==> src/hdl/icr_pkg.sv <==
// package for the indexed code read and jump decoder
package icr_pkg;
   // opcodes of the classic core instruction set
   localparam logic [7:0] OP_READ_PTR  = 8'h93; // table read via pointer
   localparam logic [7:0] OP_READ_PC   = 8'h83; // table read via pc
   localparam logic [7:0] OP_JUMP_IDX  = 8'h73; // computed jump
   localparam logic [7:0] OP_ROT_LEFT  = 8'h23; // rotate left acc
   localparam logic [7:0] OP_RETURN    = 8'h22; // subroutine return
   localparam logic [7:0] OP_LONG_JUMP = 8'h02; // long jump
   localparam logic [7:0] OP_CMP_BR    = 8'hb4; // compare acc, branch
   localparam logic [7:0] OP_PTR_LOAD  = 8'h90; // load 16-bit pointer
   localparam logic [4:0] OP_ABS_LOW   = 5'h01; // abs jump low 5 bits
   // encoded lengths in bytes
   localparam logic [15:0] LEN_ONE   = 16'h0001;
   localparam logic [15:0] LEN_TWO   = 16'h0002;
   localparam logic [15:0] LEN_THREE = 16'h0003;
   // reset values
   localparam logic [15:0] PC_RST  = 16'h0000;
   localparam logic [7:0]  ACC_RST = 8'h00;
   localparam logic [15:0] PTR_RST = 16'h0000;
   // code memory request and answer
   typedef struct packed {
      logic        req;
      logic [15:0] addr;
   } icr_code_req_t;
   typedef struct packed {
      logic       valid;
      logic [7:0] data;
   } icr_code_rsp_t;
   // core state
   typedef enum logic [2:0] {
      ST_FETCH, ST_OPC, ST_OPND1, ST_OPND2, ST_TABLE, ST_STALL
   } icr_state_t;
endpackage

==> src/hdl/icr_core.sv <==
// indexed code read, computed jump and length-aware fetch core
`timescale 1ns/10ps
// Function
// - the pointer table read fetches code at acc plus pointer into acc.
// - the pc table read fetches code at acc plus pc into acc.
// - the pc used for the pc table read already points past that read.
// - the computed jump loads pc with acc plus pointer.
// - rotate left moves every acc bit one place up, msb wraps to bit 0.
// - the subroutine return is one byte long.
// - compare-and-branch is three bytes, absolute jump two bytes.
// - the long jump is three bytes at consecutive code locations.
// - the pointer is one 16-bit register of a high and a low byte.
module icr_core
   import icr_pkg::*;
(
   // clock and reset
   input  wire logic          core_clk,
   input  wire logic          rstn,
   // code memory
   output icr_code_req_t      code_req,
   input  icr_code_rsp_t      code_rsp,
   // architectural state
   output logic [7:0]         acc,
   output logic [15:0]        pc,
   output logic [7:0]         pointer_high_byte,
   output logic [7:0]         pointer_low_byte
);
   logic       rst_meta;
   logic       rst_sync;
   icr_state_t state;
   icr_state_t next_state;
   logic [7:0]  opcode;
   logic [7:0]  next_opcode;
   logic [7:0]  next_acc;
   logic [15:0] next_pc;
   logic [7:0]  next_pointer_high_byte;
   logic [7:0]  next_pointer_low_byte;
   icr_code_req_t next_code_req;
   logic [15:0] op_addr;
   logic [15:0] next_op_addr;
   logic [7:0]  opnd1;
   logic [7:0]  next_opnd1;

   // unsigned 8-bit offset added in 16 bits, carry out dropped
   function automatic logic [15:0] idx_sum(input logic [7:0] a,
                                           input logic [15:0] base);
      logic [16:0] s;
      s = {9'h000, a} + {1'b0, base};
      return s[15:0];
   endfunction

   // encoded length of an opcode, used to advance pc
   function automatic logic [15:0] op_len(input logic [7:0] op);
      logic [15:0] n;
      n = LEN_ONE;
      if (op == OP_CMP_BR || op == OP_LONG_JUMP || op == OP_PTR_LOAD) begin
         n = LEN_THREE;
      end else if (op[4:0] == OP_ABS_LOW) begin
         n = LEN_TWO;
      end
      return n;
   endfunction

   // reset release through two flops
   always_ff @(posedge core_clk or negedge rstn) begin
      if (!rstn) begin
         rst_meta <= 1'b0;
         rst_sync <= 1'b0;
      end else begin
         rst_meta <= 1'b1;
         rst_sync <= rst_meta;
      end
   end

   // the pointer as one address
   logic [15:0] ptr;
   assign ptr = {pointer_high_byte, pointer_low_byte};

   // next-state logic; pc advances as each instruction byte is fetched
   always_comb begin
      next_state = state;
      next_opcode = opcode;
      next_acc = acc;
      next_pc = pc;
      next_pointer_high_byte = pointer_high_byte;
      next_pointer_low_byte = pointer_low_byte;
      next_code_req = '0;
      next_op_addr = op_addr;
      next_opnd1 = opnd1;
      case (state)
         ST_FETCH: begin
            next_code_req.req = 1'b1;
            next_code_req.addr = pc;
            next_op_addr = pc;
            next_pc = pc + LEN_ONE;
            next_state = ST_OPC;
         end
         ST_OPC: begin
            if (code_rsp.valid) begin
               next_opcode = code_rsp.data;
               next_state = ST_FETCH;
               if (op_len(code_rsp.data) != LEN_ONE) begin
                  // fetch operand bytes from consecutive addresses
                  next_code_req.req = 1'b1;
                  next_code_req.addr = pc;
                  next_pc = pc + LEN_ONE;
                  next_state = ST_OPND1;
               end else if (code_rsp.data == OP_READ_PTR) begin
                  next_code_req.req = 1'b1;
                  next_code_req.addr = idx_sum(acc, ptr);
                  next_state = ST_TABLE;
               end else if (code_rsp.data == OP_READ_PC) begin
                  // pc already holds the next opcode address
                  next_code_req.req = 1'b1;
                  next_code_req.addr = idx_sum(acc, pc);
                  next_state = ST_TABLE;
               end else if (code_rsp.data == OP_JUMP_IDX) begin
                  next_pc = idx_sum(acc, ptr);
               end else if (code_rsp.data == OP_ROT_LEFT) begin
                  next_acc = {acc[6:0], acc[7]};
               end
            end
         end
         ST_OPND1: begin
            if (code_rsp.valid) begin
               next_opnd1 = code_rsp.data;
               next_state = ST_FETCH;
               if (op_len(opcode) == LEN_THREE) begin
                  next_code_req.req = 1'b1;
                  next_code_req.addr = pc;
                  next_pc = pc + LEN_ONE;
                  next_state = ST_OPND2;
               end else begin
                  // absolute jump inside the current 2k page
                  next_pc = {pc[15:11], opcode[7:5], code_rsp.data};
               end
            end
         end
         ST_OPND2: begin
            if (code_rsp.valid) begin
               next_state = ST_FETCH;
               if (opcode == OP_LONG_JUMP) begin
                  next_pc = {opnd1, code_rsp.data};
               end else if (opcode == OP_PTR_LOAD) begin
                  next_pointer_high_byte = opnd1;
                  next_pointer_low_byte = code_rsp.data;
               end else if (opcode == OP_CMP_BR && acc != opnd1) begin
                  next_pc = pc + {{8{code_rsp.data[7]}}, code_rsp.data};
               end
            end
         end
         ST_TABLE: begin
            if (code_rsp.valid) begin
               next_acc = code_rsp.data;
               next_state = ST_FETCH;
            end
         end
         default: begin
            next_state = ST_FETCH;
         end
      endcase
   end

   // state registers; memory answers one or more cycles after a request
   always_ff @(posedge core_clk or negedge rst_sync) begin
      if (!rst_sync) begin
         state <= ST_FETCH;
         opcode <= 8'h00;
         acc <= ACC_RST;
         pc <= PC_RST;
         pointer_high_byte <= PTR_RST[15:8];
         pointer_low_byte <= PTR_RST[7:0];
         code_req <= '0;
         op_addr <= PC_RST;
         opnd1 <= 8'h00;
      end else begin
         state <= next_state;
         opcode <= next_opcode;
         acc <= next_acc;
         pc <= next_pc;
         pointer_high_byte <= next_pointer_high_byte;
         pointer_low_byte <= next_pointer_low_byte;
         code_req <= next_code_req;
         op_addr <= next_op_addr;
         opnd1 <= next_opnd1;
      end
   end
endmodule

==> config.mk <==
export PLATFORM = sky130hd
export DESIGN_NAME = icr_core
export DESIGN_NICKNAME = d
export VERILOG_FILES = /design/src/hdl/icr_pkg.sv /design/src/hdl/icr_core.sv
export SDC_FILE = /design/constraint.sdc
export NUM_CORES = 1
export LEC_CHECK = 0
export BUFFER_PORTS_ARGS = -buffer_cell sky130_fd_sc_hd__buf_2
export CORE_UTILIZATION = 64
export DETAILED_ROUTE_END_ITERATION = 7
export PLACE_DENSITY = 0.88
export SYNTH_ARGS = -nofsm -noshare
export SYNTH_HDL_FRONTEND = slang
export SYNTH_SLANG_ARGS = --single-unit
==> constraint.sdc <==
create_clock -name core_clk -period 3.8 [get_ports core_clk]
set_input_delay 0.76 -clock core_clk [delete_from_list [all_inputs] [get_ports core_clk]]
set_output_delay 0.76 -clock core_clk [all_outputs]
set_load 0.05 [all_outputs]
Word level (Yosys, flattened, before mapping)
Cells that the tools add are included.

operators by class
  add/subtract/negate cells = 4
  $mul = 0
  div/mod/pow operators = 0
  order comparisons = 0
  equality and inequality tests = 35
  shifts and indexed selects = 0
  mux-type cells = 43
  bitwise gates (word level) = 1
  reduce and logical (&&, ||, !) cells = 16

operators by type and width
  operator                                                count
  two-way mux 16 bit                                      15
  two-way mux 17 bit                                      6
  one-hot mux 16 bit (4 select lines)                     1
  two-way mux 8 bit                                       7
  one-hot mux 17 bit (3 select lines)                     1
  equality test 8 bit, second input constant              6
  adder 8 x 16 -> 16 bit                                  2
  inequality test 2 bit, second input constant            10
  two-way mux 3 bit                                       6
  adder 16 x 1 -> 16 bit, second input constant           1
  adder 16 bit                                            1
  equality test 16 x 2 -> 1 bit, second input constant    1
  equality test 8 x 2 -> 1 bit, second input constant     2
  inequality test 16 x 1 -> 1 bit, second input constant  1
  one-hot mux 8 bit (2 select lines)                      1
  inequality test 3 bit, second input constant            5
  one-hot mux 3 bit (4 select lines)                      1
  equality test 5 x 1 -> 1 bit, second input constant     2
  two-way mux 2 bit                                       5
  AND reduction 10 bit                                    1
  AND reduction 9 bit                                     1
  equality test 8 x 6 -> 1 bit, second input constant     1
  equality test 8 x 7 -> 1 bit, second input constant     1
  inequality test 8 bit                                   1
  15 further kinds                                        20

storage, ports and cells
  flip-flop bits (word level) = 78
  latch bits = 0
  memory bits (writable) = 0
  bits in read-only memories = 0
  input port bits = 11
  logic and storage cells = 111
  memories = 0

Logic depth before layout (Yosys ltp)
  depth after elaboration = 10
  gate-level depth with buffers = 11
  mapped depth without buffers = 10

Least setup slack after synthesis
No wires, ideal clock.

  path type = register to register
  from = register pc[0]
  to = register code_req[14] (netlist name)
  arrival = 2.976 ns
  required time = 3.679 ns
  slack = 0.703 ns
  cell stages (with the launch flop) = 11
  buffers on the path = 0
  period minus slack after synthesis = 3.097 ns
  cell sequence = dfrtp_1 ha_1 inv_1 fa_1 nor2b_1 o211ai_1 and3_1 or4b_2 xor2_1 mux2i_1 a22o_1

RTL lines
  what                      line             source
  start: declaration        icr_core.sv:24   output logic [15:0] pc,
  start signal: assignment  icr_core.sv:180  pc <= next_pc;
  end signal: assignment    icr_core.sv:183  code_req <= next_code_req;
  end: declaration          icr_core.sv:20   output icr_code_req_t code_req,

==> reports/results.env <==
START_UTIL_PCT=66.8
CTS_POST_SETUP_BUFFERS_INSERTED=0
GRT_PASS1_WL_MM=29.7
CRIT_PATH_MAX_FANOUT=6
ENDPOINT_KIND='register'
DETAILROUTE.VIA_COUNT=5816
DIE-AREA_UM2=9620
MET2_WIRELENGTH_MM=8.33
FINALCRITPERIODSHARE_PCT=82.9
DETAIL_ROUTE.FIRST_PASS.ITERATIONS=8
CAP_VIOL_MAX_COUNT=0
YS_SEQ_AREA_SHARE_PCT=33.0
ACHIEVABLE-FREQUENCY_MHz=317
POWER.IR.VDD_WORST_mV=0.421
INITIAL_ANTENNA_VIOLATION_COUNT=0
GRT_PASS1_VIAS=5480
CTS_TREE='done'
IOPINCOUNT=68
CLKLATENCYLATEPIN_NS=0.36
TIMING.CRITICAL_PATH.MAX_DELAY_FAMILY='simple AND/OR/NAND/NOR gates'
POWER.SWITCHING_mW=2.09
FINAL.SETUP.TNS_NS=0
YOSYS-TOP-CELLS-AREA='sky130_fd_sc_hd__dfrtp_1, sky130_fd_sc_hd__ha_1, sky130_fd_sc_hd__nand2_1'
R2R_SLACK_NS=0.65
ROUTE.TOP_LAYER_USED='met4'
DRT-TOTAL-WL_MM=18.5
POST_SYNTH_INSTANCE_AREA_UM2=5910
ANTENNA_CELLS=0
SYN-INSTANCE-COUNT=673
OUTCOME='complete, but fails checks'
CLK_ROOT_BUFFER_CELL='sky130_fd_sc_hd__clkbuf_8'
TIMING.HOLD.WORST.CLASS='in2async'
TIMING_MAX_TRANSITION_VIOLATIONS_FINAL=0
INTPOWER_mW=2.16
YOSYSUNIQUECELLTYPES=76
CTS_BUFS_INSERTED=9
CRITICAL_PATH.CELL_CHAIN='ha_1 -> inv_1 -> fa_1 -> nor2b_1 -> o211ai_1 -> and3_1 -> or4b_2 -> xor2_1 -> mux2i_1 -> a22o_1'
SYNTHARSTFLOPSHARE_PCT=100
PLACE.PORT_BUFFERS=67
FINAL_ANTENNA_NET_COUNT=0
GRT_SETUP_UNREPAIRED='false'
CTSHTREEMAXLEVEL=3
PLACEMENT_ROWS=34
CRIT_ARRIVAL_NS=3.40
CTS_REPAIR_RESIZE_COUNT=0
WORSTSETUPPATHTYPE='reg2reg'
YOSYSMOSTFREQUENTCELL='sky130_fd_sc_hd__nand2_1'
GRT_START_MAX_NET_PINS=77
FINAL_SETUP_VIOLATION_COUNT=0
SYN_NETS=719
POST-ROUTE-DRC-COUNT=5
SYNTH-MAIN-FF-CELL='sky130_fd_sc_hd__dfrtp_1'
CELLPOWERDENSITY_nW_PER_UM2=647
VIAS_PER_CELL=6.90
HOLDBUFCOUNTCTS=0
POWER_mW=4.25
SWITCHING_SHARE_PCT=49.1
CP_DATA_REQUIRED_TIME_NS=4.05
DIE_Y_UM=98.1
AVGSYNTHCELLAREA_UM2=8.78
LAYOUT-DRIVE-GT1-SHARE_PCT=18.2
SLOWEST_DELAY_NS=0.70
CLK_PIN_SLEW_NS=0.09
VIOLATIONS='DRC'
SHARE_CLK_OF_TOTAL_POWER_PCT=17.3
SYNTH_AREA_LEADER_CELL='sky130_fd_sc_hd__dfrtp_1'
CHIPWIDTH_UM=98.1
ROUTEDLENGTHMET1_MM=7.38
WORST_SLEW_MARGIN_REL_PCT=28.5
SYNTH-EDFF-COUNT=0
GLOBALPLACE.CONGESTION=0.979
CRIT_SLOWEST_CELL='sky130_fd_sc_hd__or4b_2'
PLACE_HPWL_MM=13.5
FINISH.NET_COUNT=776
DRT-INITIAL-DRC-COUNT=614
DR_WL_MET3_MM=2.19
CORE_AREA_UM2=8850
CRIT_PATH_START_KIND='register'
CRITICAL_PATH_BUF_INV_COUNT=1
YOSYS.AREA.TOP_TYPE_SHARE_PCT=33.0
COMBINED_GLOBAL_ROUTE_UTILIZATION_OF_ALL_METAL_LAYERS_PCT=40.3
TIMING.CLOCK.SKEW_NS=0.0102
CLOCK_SINK_COUNT=78
SHARE_SEQ_OF_TOTAL_POWER_PCT=32.9
POSTSYNTHREGISTERBITS=78
CTS.PATH.MAX_BUFFERS=2
FIN_CRIT_PERIOD_NS=3.15
AREA.GROWTH.SYNTH_TO_FINAL_PCT=11.1
GR-TOTAL-OVERFLOW=0
STATIC-LEAKAGE-POWER_nW=2.99
YOSYS_WARNINGS=0
P_COMB_SHARE_PCT=49.8
FINAL-HOLD-VIOLATION-COUNT=0
SYNTH_COMMONEST_CELLS='sky130_fd_sc_hd__nand2_1, sky130_fd_sc_hd__dfrtp_1, sky130_fd_sc_hd__o21ai_0, sky130_fd_sc_hd__nor2_1, sky130_fd_sc_hd__ha_1'
WL_PER_CELL_UM=21.9
WORST-SLEW-PIN-TRANSITION_NS=1.07
## final timing paths
path,from,endpoint,cells after the start
worst min register to register,rst_meta,rst_sync,0
min in group core_clk,rst_meta,rst_sync,0
worst min-delay path,rstn,rst_sync,1
worst max register to register,acc[0],code_req[14],10
worst max-delay path,acc[0],code_req[14],10
max in group asynchronous,rst_sync,pc[2],0
## layout make-up
class	instances	area [um^2]
multi-input cells	548	3760
clock inverters	6	92.6
clock buffers	10	138
repair buffers	80	433
inverters	13	48.8
fillers	643	2280
flip-flops and latches	78	1960
well taps	108	135
## logic make-up (layout without fill, tap and decap cells)
group,Yosys count,after routing,share of synthesized area (%)
AO/OA/AOI/OAI,193,193,22.6
AND/OR/NAND/NOR,237,237,19.6
buffers and inverters,47,109,3.41
flip-flops,78,78,33.0
multiplexers,38,38,6.99
other,1,1,0.0635
XOR/XNOR,44,44,6.52
adder cells (fa/ha/maj),35,35,7.79
## power by group through the flow
stage	clock (mW)	combinational, mW	sequential [mW]
2_1_floorplan	0	1.23	1.71
3_3_place_gp	0	2.02	1.39
3_5_place_dp	0	2.07	1.40
4_1_cts	0.741	2.08	1.38
5_1_grt	0.769	2.28	1.44
6_report	0.735	2.12	1.40
## stage by stage
| stage | cells | setup WS, ns | hold slack (ns) | util, % | instance area [um^2] |
|---|---|---|---|---|---|
| 6_report | 843 | 0.650 | 0.172 | 74.2 | 6570 |
| 5_1_grt | 843 | 0.488 | 0.161 | 74.2 | 6570 |
| 4_1_cts | 843 | 0.697 | 0.164 | 74.2 | 6570 |
| 3_5_place_dp | 827 | 0.612 | 0.350 | 71.6 | 6340 |
| 3_3_place_gp | 827 | 0.711 | 0.341 | 71.6 | 6340 |
| 2_1_floorplan | 673 | 0.703 | 0.331 | - | 5910 |
## routing by layer
layer,up-vias,GRT usage (%)
li1,2610,-
met1,2739,56.3
met2,408,61.8
met3,59,7.95
met4,0,16.2
met5,-,0
## registers in the layout (all words and copies together) (netlist names)
signal / cells
rst_sync: 1
pointer_high_byte: 8
opnd1: 8
state: 3
rst_meta: 1
opcode: 8
acc: 8
code_req: 17
pc: 16
pointer_low_byte: 8
## cells in the final DEF, fill, tap and decap left out, types with 10 or more instances in the layout
| cell | netlist | final |
|---|---|---|
| sky130_fd_sc_hd__nand2_1 | 85 | 85 |
| sky130_fd_sc_hd__dfrtp_1 | 78 | 77 |
| sky130_fd_sc_hd__buf_2 | 8 | 67 |
| sky130_fd_sc_hd__o21ai_0 | 56 | 56 |
| sky130_fd_sc_hd__nor2_1 | 42 | 42 |
| sky130_fd_sc_hd__ha_1 | 32 | 32 |
| sky130_fd_sc_hd__xnor2_1 | 29 | 29 |
| sky130_fd_sc_hd__a21oi_1 | 26 | 26 |
| sky130_fd_sc_hd__mux2_2 | 22 | 22 |
| sky130_fd_sc_hd__nor3_1 | 21 | 21 |
| sky130_fd_sc_hd__nand3_1 | 18 | 18 |
| sky130_fd_sc_hd__xor2_1 | 15 | 15 |
| sky130_fd_sc_hd__mux2i_1 | 15 | 15 |
| sky130_fd_sc_hd__inv_1 | 13 | 13 |
| sky130_fd_sc_hd__buf_4 | 0 | 13 |
| sky130_fd_sc_hd__a21o_1 | 12 | 12 |
| sky130_fd_sc_hd__nor2b_1 | 11 | 11 |
| sky130_fd_sc_hd__nand4_1 | 10 | 10 |
| sky130_fd_sc_hd__clkbuf_8 | 0 | 10 |
No activity file was read; power rests on OpenSTA's default activity.
